## src/verilog/mhf_map.svh

```systemverilog
`ifndef MHF_MAP_SVH
`define MHF_MAP_SVH
`define MHF_FIFO_DEPTH      8
`define MHF_HALF_LEVEL      4
`define MHF_CNT_W           4
`define MHF_AUX_RATE_RST    16'h0096
`define MHF_PRBS_SEED       9'h1_FF
`define MHF_PRBS_TAP        4
`define MHF_CRC16_POLY      32'h0000_1021
`define MHF_CRC32_POLY      32'h04C1_1DB7
`define MHF_CRC16_INIT      32'h0000_FFFF
`define MHF_CRC32_INIT      32'hFFFF_FFFF
`endif

```

## src/verilog/mhf_pkg.sv

```systemverilog
package mhf_pkg;
   typedef enum logic [1:0] {
      MHF_MODE_ASYNC,
      MHF_MODE_SYNC,
      MHF_MODE_HDLC
   } mhf_mode_t;
   typedef enum logic {
      MHF_CRC_16,
      MHF_CRC_32
   } mhf_crc_t;
endpackage : mhf_pkg
```

## src/verilog/mhf_byte_fifo.sv

```systemverilog
`timescale 1ns/1ps
`include "mhf_map.svh"
module mhf_byte_fifo #(
   parameter int WIDTH = 8,
   parameter int DEPTH = `MHF_FIFO_DEPTH,
   parameter int CW    = `MHF_CNT_W
) (
   input  wire logic             clk,
   input  wire logic             rst_n,
   input  wire logic [CW-1:0]    cap,
   input  wire logic             push,
   input  wire logic [WIDTH-1:0] wdata,
   input  wire logic             pop,
   output logic      [WIDTH-1:0] rdata,
   output logic      [CW-1:0]    count,
   output logic                  full
);
   localparam int AW = $clog2(DEPTH);
   initial begin
      if (DEPTH < 2 || (1 << AW) != DEPTH || CW <= AW)
         $error("mhf_byte_fifo: bad depth or count width");
   end
   logic [WIDTH-1:0] mem_r [DEPTH];
   logic [AW-1:0]    wp_r, wp_nxt, rp_r, rp_nxt;
   logic [CW-1:0]    cnt_r, cnt_nxt;
   logic [WIDTH-1:0] rd_r, rd_nxt;
   logic             do_push, do_pop;
   always_comb begin
      do_push = push && (cnt_r < cap);
      do_pop  = pop && (cnt_r != '0);
      wp_nxt  = do_push ? wp_r + 1'b1 : wp_r;
      rp_nxt  = do_pop ? rp_r + 1'b1 : rp_r;
      cnt_nxt = cnt_r + CW'(do_push) - CW'(do_pop);
      if (cnt_nxt == '0)
         rd_nxt = '0;
      else if (cnt_r == '0 || (do_pop && cnt_r == CW'(1)))
         rd_nxt = wdata;
      else
         rd_nxt = do_pop ? mem_r[rp_nxt] : mem_r[rp_r];
   end
   always_ff @(posedge clk or negedge rst_n) begin
      if (!rst_n) begin
         wp_r  <= '0;
         rp_r  <= '0;
         cnt_r <= '0;
         rd_r  <= '0;
      end else begin
         wp_r  <= wp_nxt;
         rp_r  <= rp_nxt;
         cnt_r <= cnt_nxt;
         rd_r  <= rd_nxt;
      end
   end
   always_ff @(posedge clk) begin
      if (do_push)
         mem_r[wp_r] <= wdata;
   end
   assign rdata = rd_r;
   assign count = cnt_r;
   assign full  = (cnt_r >= cap);
endmodule : mhf_byte_fifo

```

## src/verilog/mhf_host_fifo.sv

```systemverilog
`timescale 1ns/1ps
`include "mhf_map.svh"
// Function
// - separate eight-byte transmit and receive queues
// - receive queue always active
// - transmit queue eight bytes when enable set, one byte when clear
// - half-full flag at four or more bytes
// - not-empty flag with any byte held
// - interrupt on any flag change, masked
// - dma gated by enable in every mode
// - ring and ready pins become dma requests
// - requests follow empty and full interrupt bits
// - transition coding in sync/hdlc when enabled
// - plain coding: one high, zero low
// - transition coding: zero toggles, one holds
// - crc16 default, crc32 when selected
// - aux channel in fast modes when enabled
// - aux rate defaults 150, host programmable
// - 511 pattern generate and check in sync
// - caller id serial and via receive buffer
// - drive hook and talk relays, pulse dial
// - irq only for enabled conditions
module mhf_host_fifo
   import mhf_pkg::*;
#(
   parameter int DEPTH = `MHF_FIFO_DEPTH
) (
   input  wire logic              ref_clk,
   input  wire logic              arst_n,
   input  wire mhf_pkg::mhf_mode_t mode,
   input  wire mhf_pkg::mhf_crc_t  crc_select,
   input  wire logic              tx_queue_enable,
   input  wire logic              dma_request_enable,
   input  wire logic              transition_coding_enable,
   input  wire logic              aux_channel_enable,
   input  wire logic              fast_trellis_mode,
   input  wire logic [15:0]       aux_rate_in,
   input  wire logic              aux_rate_load,
   input  wire logic              prbs_test_enable,
   input  wire logic              caller_id_mode,
   input  wire logic [3:0]        irq_mask,
   input  wire logic              host_tx_write,
   input  wire logic [7:0]        host_tx_data,
   input  wire logic              host_rx_read,
   input  wire logic              line_tx_take,
   input  wire logic              line_rx_valid,
   input  wire logic [7:0]        line_rx_data,
   input  wire logic              line_bit_strobe,
   input  wire logic              line_rx_level,
   input  wire logic              ring_raw,
   input  wire logic              data_set_ready_raw,
   input  wire logic              hook_cmd,
   input  wire logic              talk_cmd,
   input  wire logic              pulse_dial_enable,
   input  wire logic              pulse_dial_break,
   output logic [7:0]             rx_data_register,
   output logic [7:0]             line_tx_data,
   output logic                   line_tx_valid,
   output logic                   tx_half_full_flag,
   output logic                   rx_half_full_flag,
   output logic                   tx_not_empty_flag,
   output logic                   rx_not_empty_flag,
   output logic                   tx_buffer_empty_irq,
   output logic                   rx_buffer_full_irq,
   output logic                   irq,
   output logic                   ring_indicator_out,
   output logic                   data_set_ready_out,
   output logic                   line_tx_level,
   output logic                   line_rx_bit,
   output logic                   caller_id_serial,
   output logic                   prbs_error,
   output logic [31:0]            crc_poly,
   output logic [31:0]            crc_init,
   output logic                   aux_channel_active,
   output logic [15:0]            aux_rate,
   output logic                   hook_relay_drive,
   output logic                   talk_relay_drive
);
   import mhf_pkg::*;
   localparam int CW = `MHF_CNT_W;
   initial begin
      if (DEPTH != (1 << (CW - 1)))
         $error("mhf_host_fifo: depth must match count width");
   end

   logic rs1_r, rst_n;
   always_ff @(posedge ref_clk or negedge arst_n) begin
      if (!arst_n) begin
         rs1_r <= 1'b0;
         rst_n <= 1'b0;
      end else begin
         rs1_r <= 1'b1;
         rst_n <= rs1_r;
      end
   end

   logic [CW-1:0] tx_cap, tx_cnt, rx_cnt;
   logic [7:0]    tx_q, rx_q;
   logic          tx_full, rx_full;
   assign tx_cap = tx_queue_enable ? CW'(DEPTH) : CW'(1);

   // transmit and receive queues
   mhf_byte_fifo #(.WIDTH(8), .DEPTH(DEPTH), .CW(CW)) u_tx (
      .clk   (ref_clk),
      .rst_n (rst_n),
      .cap   (tx_cap),
      .push  (host_tx_write),
      .wdata (host_tx_data),
      .pop   (line_tx_take),
      .rdata (tx_q),
      .count (tx_cnt),
      .full  (tx_full)
   );
   mhf_byte_fifo #(.WIDTH(8), .DEPTH(DEPTH), .CW(CW)) u_rx (
      .clk   (ref_clk),
      .rst_n (rst_n),
      .cap   (CW'(DEPTH)),
      .push  (line_rx_valid),
      .wdata (line_rx_data),
      .pop   (host_rx_read),
      .rdata (rx_q),
      .count (rx_cnt),
      .full  (rx_full)
   );

   // flags, interrupts, dma
   logic [3:0] flag_cur, flag_prev_r, flag_prev_nxt;
   logic       irq_r, irq_nxt, txe_r, txe_nxt, rxf_r, rxf_nxt;
   logic       ring_r, ring_nxt, dsr_r, dsr_nxt, dma_ok;
   always_comb begin
      flag_cur[0]   = (tx_cnt >= CW'(`MHF_HALF_LEVEL));
      flag_cur[1]   = (rx_cnt >= CW'(`MHF_HALF_LEVEL));
      flag_cur[2]   = (tx_cnt != '0);
      flag_cur[3]   = (rx_cnt != '0);
      flag_prev_nxt = flag_cur;
      irq_nxt       = |((flag_cur ^ flag_prev_r) & irq_mask);
      txe_nxt       = !tx_full;
      rxf_nxt       = rx_cnt != '0;
      dma_ok        = dma_request_enable && (mode == MHF_MODE_ASYNC ||
                      mode == MHF_MODE_SYNC || mode == MHF_MODE_HDLC);
      ring_nxt      = dma_ok ? txe_nxt : ring_raw;
      dsr_nxt       = dma_ok ? rxf_nxt : data_set_ready_raw;
   end
   always_ff @(posedge ref_clk or negedge rst_n) begin
      if (!rst_n) begin
         flag_prev_r <= '0;
         irq_r       <= 1'b0;
         txe_r       <= 1'b0;
         rxf_r       <= 1'b0;
         ring_r      <= 1'b0;
         dsr_r       <= 1'b0;
      end else begin
         flag_prev_r <= flag_prev_nxt;
         irq_r       <= irq_nxt;
         txe_r       <= txe_nxt;
         rxf_r       <= rxf_nxt;
         ring_r      <= ring_nxt;
         dsr_r       <= dsr_nxt;
      end
   end

   // line coding, prbs, caller id
   logic       sync_like, nrzi_on;
   logic       txl_r, txl_nxt, rxp_r, rxp_nxt, rxb_r, rxb_nxt;
   logic       cid_r, cid_nxt, perr_r, perr_nxt;
   logic [8:0] pg_r, pg_nxt, pc_r, pc_nxt;
   logic [2:0] bi_r, bi_nxt;
   logic       data_bit, pg_bit, rx_dec;
   always_comb begin
      sync_like = (mode == MHF_MODE_SYNC) || (mode == MHF_MODE_HDLC);
      nrzi_on   = sync_like && transition_coding_enable;
      pg_bit    = pg_r[8] ^ pg_r[`MHF_PRBS_TAP];
      data_bit  = (prbs_test_enable && mode == MHF_MODE_SYNC) ? pg_bit : tx_q[bi_r];
      txl_nxt   = txl_r;
      rxp_nxt   = rxp_r;
      rxb_nxt   = rxb_r;
      pg_nxt    = pg_r;
      pc_nxt    = pc_r;
      perr_nxt  = perr_r;
      bi_nxt    = bi_r;
      rx_dec    = nrzi_on ? (line_rx_level == rxp_r) : line_rx_level;
      if (line_bit_strobe) begin
         txl_nxt = nrzi_on ? (data_bit ? txl_r : !txl_r) : data_bit;
         bi_nxt  = bi_r + 3'd1;
         rxp_nxt = line_rx_level;
         rxb_nxt = rx_dec;
         if (prbs_test_enable && mode == MHF_MODE_SYNC) begin
            pg_nxt   = {pg_r[7:0], pg_bit};
            pc_nxt   = {pc_r[7:0], rx_dec};
            perr_nxt = rx_dec != (pc_r[8] ^ pc_r[`MHF_PRBS_TAP]);
         end
      end
      cid_nxt = caller_id_mode ? rxb_r : 1'b1;
   end
   always_ff @(posedge ref_clk or negedge rst_n) begin
      if (!rst_n) begin
         txl_r  <= 1'b1;
         rxp_r  <= 1'b1;
         rxb_r  <= 1'b1;
         cid_r  <= 1'b1;
         perr_r <= 1'b0;
         pg_r   <= `MHF_PRBS_SEED;
         pc_r   <= `MHF_PRBS_SEED;
         bi_r   <= '0;
      end else begin
         txl_r  <= txl_nxt;
         rxp_r  <= rxp_nxt;
         rxb_r  <= rxb_nxt;
         cid_r  <= cid_nxt;
         perr_r <= perr_nxt;
         pg_r   <= pg_nxt;
         pc_r   <= pc_nxt;
         bi_r   <= bi_nxt;
      end
   end

   // crc, aux channel, relays
   logic [31:0] poly_r, poly_nxt, init_r, init_nxt;
   logic [15:0] rate_r, rate_nxt;
   logic        aux_r, aux_nxt, hook_r, hook_nxt, talk_r, talk_nxt;
   always_comb begin
      poly_nxt = (crc_select == MHF_CRC_32) ? `MHF_CRC32_POLY : `MHF_CRC16_POLY;
      init_nxt = (crc_select == MHF_CRC_32) ? `MHF_CRC32_INIT : `MHF_CRC16_INIT;
      aux_nxt  = aux_channel_enable && fast_trellis_mode;
      rate_nxt = aux_rate_load ? aux_rate_in : rate_r;
      hook_nxt = hook_cmd;
      talk_nxt = pulse_dial_enable ? pulse_dial_break : talk_cmd;
   end
   always_ff @(posedge ref_clk or negedge rst_n) begin
      if (!rst_n) begin
         poly_r <= `MHF_CRC16_POLY;
         init_r <= `MHF_CRC16_INIT;
         aux_r  <= 1'b0;
         rate_r <= `MHF_AUX_RATE_RST;
         hook_r <= 1'b0;
         talk_r <= 1'b0;
      end else begin
         poly_r <= poly_nxt;
         init_r <= init_nxt;
         aux_r  <= aux_nxt;
         rate_r <= rate_nxt;
         hook_r <= hook_nxt;
         talk_r <= talk_nxt;
      end
   end

   assign rx_data_register    = rx_q;
   assign line_tx_data        = tx_q;
   assign line_tx_valid       = flag_prev_r[2];
   assign tx_half_full_flag   = flag_prev_r[0];
   assign rx_half_full_flag   = flag_prev_r[1];
   assign tx_not_empty_flag   = flag_prev_r[2];
   assign rx_not_empty_flag   = flag_prev_r[3];
   assign tx_buffer_empty_irq = txe_r;
   assign rx_buffer_full_irq  = rxf_r;
   assign irq                 = irq_r;
   assign ring_indicator_out  = ring_r;
   assign data_set_ready_out  = dsr_r;
   assign line_tx_level       = txl_r;
   assign line_rx_bit         = rxb_r;
   assign caller_id_serial    = cid_r;
   assign prbs_error          = perr_r;
   assign crc_poly            = poly_r;
   assign crc_init            = init_r;
   assign aux_channel_active  = aux_r;
   assign aux_rate            = rate_r;
   assign hook_relay_drive    = hook_r;
   assign talk_relay_drive    = talk_r;
endmodule : mhf_host_fifo

```

## config.mk

```make
export PLATFORM = sky130hd
export DESIGN_NAME = mhf_host_fifo
export DESIGN_NICKNAME = d
export VERILOG_FILES = /design/src/verilog/mhf_pkg.sv /design/src/verilog/mhf_byte_fifo.sv /design/src/verilog/mhf_host_fifo.sv
export VERILOG_INCLUDE_DIRS = /design/src /design/src/verilog
export SDC_FILE = /design/constraint.sdc
export NUM_CORES = 1
export LEC_CHECK = 0
export BUFFER_PORTS_ARGS = -buffer_cell sky130_fd_sc_hd__buf_4
export CAP_MARGIN = 20
export CORE_MARGIN = 1.5
export CORE_UTILIZATION = 45
export CTS_BUF_LIST = sky130_fd_sc_hd__clkbuf_4 sky130_fd_sc_hd__clkbuf_8 sky130_fd_sc_hd__clkbuf_16
export DETAILED_ROUTE_END_ITERATION = 8
export GPL_TIMING_DRIVEN = 0
export PLACE_DENSITY = 0.66
export SLEW_MARGIN = 10
export SYNTH_ARGS = -nofsm -noshare
export SYNTH_HDL_FRONTEND = slang
export SYNTH_SLANG_ARGS = --single-unit
```

## constraint.sdc

```tcl
create_clock -name ref_clk -period 3.35 [get_ports ref_clk]
set_input_delay 0.1675 -clock ref_clk [delete_from_list [all_inputs] [get_ports ref_clk]]
set_output_delay 0.1675 -clock ref_clk [all_outputs]
set_load 0.01 [all_outputs]
```

* Yosys cells after proc, flatten, opt, wreduce, memory -nomap -nowiden
Memory sizes are Yosys's and may differ from the RTL's.
Index checks and enable logic that the tools add are counted.
** Storage, ports and cells
- Register bits :: 151
- Memory bits (writable) :: 128
- Bits of input ports :: 61
- Output and inout port bits :: 113
- Word-level logic and storage cells :: 110
- Memories :: 2
** Memories
- u_rx.mem_r :: words 8, bits a word 8, read ports 2, clocked after Yosys merged registers in 0, wr ports 1, RTL line mhf_byte_fifo.sv:23 : logic [WIDTH-1:0] mem_r [DEPTH];
- u_tx.mem_r :: words 8, bits a word 8, read ports 2, clocked after Yosys merged registers in 0, wr ports 1, RTL line mhf_byte_fifo.sv:23
** Operators by class
- $add $sub $neg :: 9
- $lt $le $gt $ge :: 6
- Equal/unequal tests :: 7
- Mux-type cells :: 25
- Bitwise gates (word level) :: 4
- Reduce and logical (&&, ||, !) cells :: 27
** Operators with widths (number)
- two-way mux 8 bit :: 6
- two-way mux 32 bit :: 1
- two-way mux 27 bit :: 1
- zero test 4 bit :: 4
- adder 3 x 1 -> 3 bit, second input constant :: 5
- two-way mux 1 bit :: 13
- logical AND 1 bit :: 10
- adder 4 x 1 -> 4 bit :: 2
- equality test 4 x 1 -> 1 bit, second input constant :: 2
- >= comparator 4 x 3 -> 1 bit, second input constant :: 2
- nonzero test 4 bit :: 2
- subtractor 4 x 1 -> 4 bit :: 2
- two-way mux 3 bit :: 2
- logical OR 1 bit :: 5
- AND 4 bit :: 1
- >= comparator 4 bit :: 1
- less-than comparator 3 x 4 -> 1 bit, second input constant :: 1
- less-than comparator 4 bit :: 1
- less-than comparator 4 bit, second input constant :: 1
- two-way mux 4 bit :: 1
- AND reduction 2 bit :: 2
- OR reduction 4 bit :: 1
- bitwise XOR 4 bit :: 1
- binary-select mux 1 bit (select 3 bit) :: 1
- other kinds (8) :: 10

* Depth between registers and ports, before layout
Gate-level depths: netlist of run 1.
- Depth after elaboration :: 7
- Gate-level depth with buffers :: 17
- Depth with buffers taken out :: 15

* Modules after synthesis
A second synthesis of run 1 with hierarchy kept.
** Unflattened totals
- Cells, all modules :: 903
- Area, all modules :: 11726.2 um2
** Modules (own cells, without submodules)
- mhf_byte_fifo (u_rx) :: times used 1, cells an instance 370, area each 4660.7 um2
- mhf_byte_fifo (u_tx) :: times used 1, cells an instance 317, area each 4344.2 um2
- mhf_host_fifo :: times used 1, cells an instance 216, area each 2721.4 um2

* Worst setup path before layout of run 1
No wires, ideal clock.
- Path type :: register to register
- From :: register u_tx.cnt_r[2], in the netlist u_tx.count[2]
- To :: register u_tx.rd_r[6], in the netlist u_tx.rdata[6]
- Library setup time :: 0.135 ns
- Arrival :: 3.644 ns
- Data required time :: 3.215 ns
- Path slack :: -0.428 ns
- Cell stages (with the launch flop) :: 18
- Clock period less this slack :: 3.778 ns
- Cells stage by stage :: dfrtp_1 > inv_1 > ha_1 > or3b_1 > buf_6 > nand2_4 > inv_2 > clkbuf_1 > ha_1 > inv_1 > ha_1 > inv_1 > fa_1 > nand3b_1 > a2111oi_0 > nor3b_1 > a22oi_1 > o31ai_1
** Between the ends
- Cells in the longest elaborated chain, start to end :: 7
- Elaborated cells between the ends (all ways) :: 16
- Those cells by class :: add/sub: 2; order compare: 1; eq/ne: 1; mux: 4; reduce/logical: 7; memory: 1
** RTL lines
- start, declared :: RTL line mhf_byte_fifo.sv:25 : logic [CW-1:0] cnt_r, cnt_nxt;
- start signal, assigned :: RTL line mhf_byte_fifo.sv:50 : cnt_r <= cnt_nxt;
- nonzero test 4 bit *
- net flag_cur[2] :: RTL line mhf_host_fifo.sv:127 : logic [3:0] flag_cur, flag_prev_r, flag_prev_nxt;
- logical AND 1 bit * :: RTL line mhf_byte_fifo.sv:30 : do_pop = pop && (cnt_r != '0);
- two-way mux 3 bit :: RTL line mhf_byte_fifo.sv:32 : rp_nxt = do_pop ? rp_r + 1'b1 : rp_r;
- memory read (8 x 8 bit)
- two-way mux 8 bit :: RTL line mhf_byte_fifo.sv:39 : rd_nxt = do_pop ? mem_r[rp_nxt] : mem_r[rp_r];
- two-way mux 8 bit :: RTL line mhf_byte_fifo.sv:36 : else if (cnt_r == '0 || (do_pop && cnt_r == CW'(1)))
- two-way mux 8 bit * :: RTL line mhf_byte_fifo.sv:34 : if (cnt_nxt == '0)
- net u_tx.rd_nxt[6] :: RTL line mhf_byte_fifo.sv:26 : logic [WIDTH-1:0] rd_r, rd_nxt;
- end signal, assigned :: RTL line mhf_byte_fifo.sv:51 : rd_r <= rd_nxt;
- end, declared :: RTL line mhf_byte_fifo.sv:26
Mark *: on every way through the listed nets, which the timed path passes. The rest lies on a longest branch.
A chain may end at the register's enable or synchronous reset.

* Final worst setup path of run 1
- From :: register u_tx.cnt_r[3], in the netlist u_tx.count[3]
- To :: register u_tx.rd_r[2], in the netlist u_tx.rdata[2]
Same word-level chain as after synthesis.

==> summary.md, run 1 <==
| Metric | Value |
|---|---|
| Outcome | `finished, violations left` |
| Failing checks | `setup timing` |
| RSZ-0062 raised after global routing | `true` |
| CP arrival | `3780 ps` |
| Routed vias | `7168` |
| Peak supply drop | `0.5529 mV` |
| Seq/Total Area, Yosys | `56.76%` |
| CTS buffer count | `25` |
| Clk_skew | `17.69 ps` |
| Setup violators final | `1` |
| Leading area contributor after synthesis | `edfxtp_1` |
| Mapped cell area | `10890 sq um` |
| Top cells by count, synth | `128 x edfxtp_1, 69 x buf_4, 66 x dfrtp_1` |
| Clk slew on worst S/H paths | `60 ps` |
| #FFs+latches synth | `220` |
| First-pass GRT wire length | `37880 um` |
| Average wire per standard cell | `18.58 um` |
| Endpoint type of the worst setup path | `register` |
| Final WS setup | `-16.47 ps` |
| Non-filler cells, final | `1372` |
| IO Count | `174` |
| Die W | `158.5 um` |
| Worst-margin pin slew | `1130 ps` |
| Slew headroom | `24.46%` |
| Post-Synthesis Cells | `765` |
| Finished Core Util | `60.56%` |
| Worst min path class | `in -> reg` |
| CP Max Fanout | `8` |
| Layout cell share with drive strength beyond 1 | `41.88%` |
| WL final | `25500 um` |
| Critical path type | `reg -> reg` |
| Final hold vios | `0` |
| Cell Pwr Density | `858.3 nW/um^2` |
| Synthesis-to-finish area growth | `31.37%` |
| Port bufs | `134` |
| Fin crit share | `100.5%` |
| Largest net degree at the start of global routing | `54` |
| Netlist cell types | `63` |
| GPL Wtd Cong | `0.7950` |
| Synth top area share | `35.31%` |
| Max frequency | `0.2970 GHz` |
| Top-count cell post-synth | `edfxtp_1` |
| Placed inst area | `12640 sq um` |
| Clk sinks | `220` |
| Post-route minimum period | `3366 ps` |
| Main synth FF type | `edfxtp_1` |
| Post-synth ARST share | `41.82%` |
| Pleak | `5.811 nW` |
| Die area | `25130 sq um` |
| Longest Clk Path Bufs | `3` |
| CTS tree | `done` |
| Setup crit start kind | `register` |
| Vias in the first global route | `6829` |
| Site row count | `56` |
| Post-synth EDFFs | `128` |
| Remaining Overflow, GRT | `0` |
| Final nets | `1118` |
| Slew Viols, Final | `0` |
| Placed cells | `1260` |
| Overall power | `0.01227 W` |
| Post-route cell area | `14300 sq um` |
| # DRC | `0` |
| Total GRT Usage | `20.16%` |
| ANT cells | `0` |
| # Max-Cap Violations | `0` |
| Area contributors post-synth | `edfxtp_1 35%, dfrtp_1 15%, mux4_2 8.9%` |
| # H-tree levels | `1` |
| Core area | `23610 sq um` |
| Drt pass-1 iters | `5` |
| Antenna Nets Post-Route | `0` |
| Root Buffer | `clkbuf_16` |
| Vias per inst | `5.224` |
| Die Ht | `158.5 um` |
| Starting Density | `46.10%` |
| Worst EP required | `3760 ps` |
| DPL Wire Length | `17170 um` |
| Clk Latency, worst-skew pair | `520 ps` |
| Antenna violations before repair | `0` |
| Ys Warns | `0` |
| Initial DRC Count | `512` |
| Pre-CTS setup slack | `-497.5 ps` |
| Post-Syn Area per Cell | `14.23 sq um` |
==> metrics by stage <==
step	TNS [ps]	hold WS, ps
6_report	-16.47	23.14
5_1_grt	-494.3	34.69
4_1_cts	-23.85	1.380
3_5_place_dp	-5235	-48.21
3_3_place_gp	-53600	-49.71
2_1_floorplan	0	-128.1
==> final cells by class <==
cell class | instances | area [sq um]
fill | 1853 | 9313
clock buffer | 28 | 648.1
buffer | 101 | 671.9
sequential | 220 | 6182
timing repair buffer | 209 | 1730
inverter | 33 | 136.4
tap | 319 | 399.1
clock inverter | 17 | 241.5
multi-input combinational | 445 | 4290
==> worst max-delay path: stages (launching register included) <==
cell       delay [ps]
dfrtp_1           390
inv_2              80
ha_4              140
or3b_1            360
buf_6             140
nand2_8            80
inv_12             40
ha_4              250
inv_2              40
ha_4              150
inv_2              50
fa_2              450
nand3b_1          150
a2111oi_4          50
buf_4             160
nor3_4            250
buf_12            170
o31ai_1            70
o21ai_1           250
==> layer usage <==
metal,up-vias,part of all wire [%],track usage (%),routed length [um]
li1,3315,-,-,-
met1,3508,43,27.66,10840
met2,311,47,33.56,12090
met3,34,8.4,3.348,2141
met4,0,1.7,4.895,428
met5,-,0,0,0
==> worst paths after layout <==
| path | startpoint | to | slack [ps] | cells past startpoint |
|---|---|---|---|---|
| worst max-delay path | u_tx.count[3]$_DFF_PN0_ | u_tx.rdata[2]$_DFF_PN0_ | -20 | 18 |
| worst min-delay path | line_bit_strobe | line_rx_bit$_DFFE_PN1P_ | 20 | 3 |
| worst max register to register | u_tx.count[3]$_DFF_PN0_ | u_tx.rdata[2]$_DFF_PN0_ | -20 | 18 |
| worst min register to register | rst_n$_DFF_PN0_ | u_tx.wp_r[0]$_DFFE_PN0P_ | 350 | 0 |
| max in group asynchronous | rst_n$_DFF_PN0_ | pg_r[2]$_DFFE_PN1P_ | 2180 | 1 |
| min in group asynchronous | rst_n$_DFF_PN0_ | u_tx.wp_r[0]$_DFFE_PN0P_ | 350 | 0 |
==> what timing repair did <==
action | 4_1_cts | 5_1_grt
setup endpoints to repair | 15 | 15
gates resized for setup | 14 | 11
hold buffers | 48 | 0
pin swaps | 10 | 8
setup buffers | 14 | 8
endpoints found under the hold margin | 170 | 0
==> flip-flops by register name, indices dropped and copies added, names as in the netlist, 3 cells and up <==
| register | flops |
|---|---|
| pg_r | 9 |
| u_tx.mem_r | 64 |
| u_rx.rdata | 8 |
| u_rx.wp_r | 3 |
| u_tx.rp_r | 3 |
| u_tx.rdata | 8 |
| bi_r | 3 |
| u_tx.count | 4 |
| aux_rate | 16 |
| u_rx.rp_r | 3 |
| pc_r | 9 |
| flag_prev_r | 4 |
| u_tx.wp_r | 3 |
| u_rx.count | 4 |
| u_rx.mem_r | 64 |
==> placed cells by master (no fill, tap or decap), drive strengths merged, types with 26 or more instances in the layout <==
cell type and count:
buf 251, conb 38, mux2 50, dlygate4sd3 48
dfstp 26, nand2 31, dfrtp 66, mux2i 52
inv 34, mux4 43, edfxtp 128, clkbuf 39
==> kinds of logic (layout without fill, tap and decap cells) <==
logic type | after synthesis | after routing | share of synthesized area [%]
compound gates | 88 | 88 | 6.035
xor+xnor | 23 | 23 | 1.851
fa+ha+maj | 22 | 22 | 2.667
buf+inv | 136 | 388 | 7.379
flops | 220 | 220 | 56.76
mux | 145 | 145 | 18.85
other cells | 2 | 38 | 0.06899
simple gates | 129 | 129 | 6.391
==> power breakdown <==
group,total [W],switching (W),internal [W]
clock network,0.00294,0.00109,0.00185
logic,0.00558,0.00287,0.00271
registers,0.00376,0.000325,0.00343
total,0.0123,0.00428,0.00799
Power figures use the tool's default switching activity.
==> run 2, diff against run 1 <==
CORE_UTILIZATION = 50   (was 45)
GPL_TIMING_DRIVEN = unset   (was 0)
PLACE_DENSITY = 0.75   (was 0.66)
clock period = 3 ns   (was 3.35 ns; I/O delays follow)
==> run 2 against run 1 <==
Against the previous run:
- largest power group unchanged
- first-iteration DRC count shrank 6.3%
- final cell count shrank 7.7%
- the run still ends with setup timing left
- total power grew 11%
==> summary.md, run 2 (same netlist as run 1, synthesis figures left out) <==
| Metric | Value |
|---|---|
| Final setup TNS | `-1510 ps (was -16.47 ps)` |
| Fill cells | `1511 (was 1853)` |
| GR Util met1 | `28.67% (was 27.66%)` |
| Site row count | `53 (was 56)` |
| Clk slew on worst S/H paths | `60 ps (about the same)` |
| Critical path type | `reg -> reg (unchanged)` |
| Root Buffer | `clkbuf_16 (unchanged)` |
| CP arrival | `3600 ps (was 3780 ps)` |
| Max frequency | `0.3099 GHz (was 0.2970 GHz)` |
| Longest Clk Path Bufs | `3 (unchanged)` |
| Peak supply drop | `0.4890 mV (was 0.5529 mV)` |
| Hold path depth | `3 (unchanged)` |
| CTS buffer count | `24 (was 25)` |
| First-pass GRT wire length | `38200 um (was 37880 um)` |
| Crit Reg-Reg Startpoint | `u_tx.count[2]$_DFF_PN0_ (was u_tx.count[3]$_DFF_PN0_)` |
| IO Count | `174 (unchanged)` |
| Register area | `6185 sq um (was 6182 sq um)` |
| Average wire per standard cell | `19.89 um (was 18.58 um)` |
| Final nets | `1056 (was 1118)` |
| Failing checks | `setup timing (unchanged)` |
| Drt pass-1 iters | `4 (was 5)` |
| Antenna Nets Post-Route | `0 (unchanged)` |
| Worst EP required | `3370 ps (was 3760 ps)` |
| Vias in the first global route | `7058 (was 6829)` |
| ANT cells | `0 (unchanged)` |
| Largest net degree at the start of global routing | `49 (was 54)` |
| Initial DRC Count | `480 (was 512)` |
| Antenna violations before repair | `0 (unchanged)` |
| Grt peak-use layer | `met2 (unchanged)` |
| Vias per inst | `5.619 (was 5.224)` |
| Cell Pwr Density | `990.7 nW/um^2 (was 858.3 nW/um^2)` |
| Worst min path class | `in -> reg (unchanged)` |
| Remaining Overflow, GRT | `0 (unchanged)` |
| Setup violators final | `8 (was 1)` |
| Reg2reg path depth | `18 (unchanged)` |
| Worst-margin pin slew | `892.4 ps (was 1130 ps)` |
| Port bufs | `136 (was 134)` |
| # H-tree levels | `1 (unchanged)` |
| Final hold vios | `0 (unchanged)` |
| Reg2reg setup slack | `-230 ps (was -20 ps)` |
| Most frequent cells in the layout | `196 x buf_4, 128 x edfxtp_1, 63 x dfrtp_1 (was 226 x buf_4, 128 x edfxtp_1, 65 x dfrtp_1)` |
| Area of the multi-input gates | `4304 sq um (was 4290 sq um)` |
| # Max-Cap Violations | `0 (unchanged)` |
| Core area | `21220 sq um (was 23610 sq um)` |
| Die W | `150.6 um (was 158.5 um)` |
| Pleak | `5.549 nW (was 5.811 nW)` |
| Post-route minimum period | `3227 ps (was 3366 ps)` |
| Starting Density | `51.30% (was 46.10%)` |
| Hold EP | `irq$_DFF_PN0_ (was line_rx_bit$_DFFE_PN1P_)` |
| Slew Viols, Final | `0 (unchanged)` |
| Placed cells | `1159 (was 1260)` |
| Total GRT Usage | `22.20% (was 20.16%)` |
| WL final | `25180 um (was 25500 um)` |
| Clk Latency, worst-skew pair | `510 ps (was 520 ps)` |
| GRT met2 Usage | `37.52% (was 33.56%)` |
| Fin crit share | `107.6% (was 100.5%)` |
| Synthesis-to-finish area growth | `26.47% (was 31.37%)` |
| Die Ht | `150.6 um (was 158.5 um)` |
| Non-filler cells, final | `1266 (was 1372)` |
| Clk sinks | `220 (unchanged)` |
| CP Max Fanout | `4 (was 8)` |
| Outcome | `finished, violations left (unchanged)` |
| CTS tree | `done (unchanged)` |
| Setup crit start kind | `register (unchanged)` |
| Slew headroom | `40.34% (was 24.46%)` |
| Final WS setup | `-227.2 ps (was -16.47 ps)` |
| RSZ-0062 raised after global routing | `true (unchanged)` |
| # DRC | `0 (unchanged)` |
| Hold Startpoint | `irq_mask[2] (was line_bit_strobe)` |
| R2R Path End | `u_tx.rdata[6]$_DFF_PN0_ (was u_tx.rdata[2]$_DFF_PN0_)` |
| Routed vias | `7114 (was 7168)` |
| GPL Wtd Cong | `0.8198 (was 0.7950)` |
| Endpoint type of the worst setup path | `register (unchanged)` |
| Die area | `22670 sq um (was 25130 sq um)` |
| Commonest non-fill, non-tap cell in the layout | `buf_4 (unchanged)` |
| M3 GR Usage | `4.212% (was 3.348%)` |
| Layout cell share with drive strength beyond 1 | `40.06% (was 41.88%)` |
| DPL Wire Length | `16730 um (was 17170 um)` |
| Clk_skew | `9.663 ps (was 17.69 ps)` |
==> run 2: per-layer routing <==
layer,up-vias,part of all wire [%],routed length (um)
met5,-,0,0
met4,0,2.8,701
met3,51,8.4,2117
met2,327,49,12310
met1,3548,40,10060
li1,3188,-,-
==> run 2: worst max path at each step <==
stage / startpoint / end / slack (ps) / depth (start not counted)
floorplan: u_tx.count[3]$_DFF_PN0_ / u_tx.rdata[6]$_DFF_PN0_ / -300 / 17
global placement: u_tx.count[3]$_DFF_PN0_ / u_tx.rdata[6]$_DFF_PN0_ / -160 / 15
detailed placement: u_tx.count[3]$_DFF_PN0_ / u_tx.rdata[6]$_DFF_PN0_ / -270 / 15
CTS: u_tx.count[3]$_DFF_PN0_ / u_tx.rdata[6]$_DFF_PN0_ / -130 / 18
global route: u_tx.count[2]$_DFF_PN0_ / u_tx.rdata[1]$_DFF_PN0_ / -320 / 19
finish: u_tx.count[2]$_DFF_PN0_ / u_tx.rdata[6]$_DFF_PN0_ / -230 / 18
==> run 2: area by class of cell <==
| type | count | area share [%] |
|---|---|---|
| clock buffer | 33 | 5.026 |
| sequential | 220 | 44.92 |
| clock inverter | 11 | 0.7634 |
| multi-input combinational | 445 | 31.26 |
| inverter | 33 | 0.9543 |
| tap | 275 | 2.499 |
| timing repair buffer | 249 | 14.57 |
==> run 2: repair_timing <==
| action | 4_1_cts | 5_1_grt |
|---|---|---|
| hold buffers | 50 | 0 |
| pin swaps | 6 | 6 |
| setup buffers | 12 | 3 |
| setup endpoints to repair | 15 | 16 |
| resized for setup | 17 | 19 |
| hold endpoints to repair | 175 | 0 |
==> run 2: where the power goes <==
group	internal (W)	switching [W]
Clock	0.00178	0.00115
Combinational	0.00324	0.00317
Sequential	0.00383	0.000457
Total	0.00886	0.00478
==> run 2: through the flow <==
stage | setup WS [ps] | area (sq um) | utilization, % | total power, W | hold WS [ps]
after floorplan | -303.3 | 11130 | - | 0.008251 | -145.6
after global placement | -160.5 | 12190 | 57.45 | 0.009759 | -66.10
after detailed placement | -271.6 | 12190 | 57.45 | 0.009904 | -66.04
after CTS | -130.7 | 13650 | 64.31 | 0.01331 | 16.56
after global routing | -315.3 | 13770 | 64.88 | 0.01436 | 43.51
final | -227.2 | 13770 | 64.88 | 0.01364 | 2.468
==> run 2: worst max-delay path: stages (launching register included) <==
cell       delay (ps)
dfrtp_1           390
inv_2              90
ha_4              130
or3b_4            410
nand2_8            80
inv_6              30
ha_4              200
inv_2              60
ha_4              120
inv_2              30
fa_2              550
buf_6             120
nand2b_4           50
a2111oi_4         180
buf_4             190
nor3_4             50
buf_6             140
a22oi_2           160
o31ai_1           100
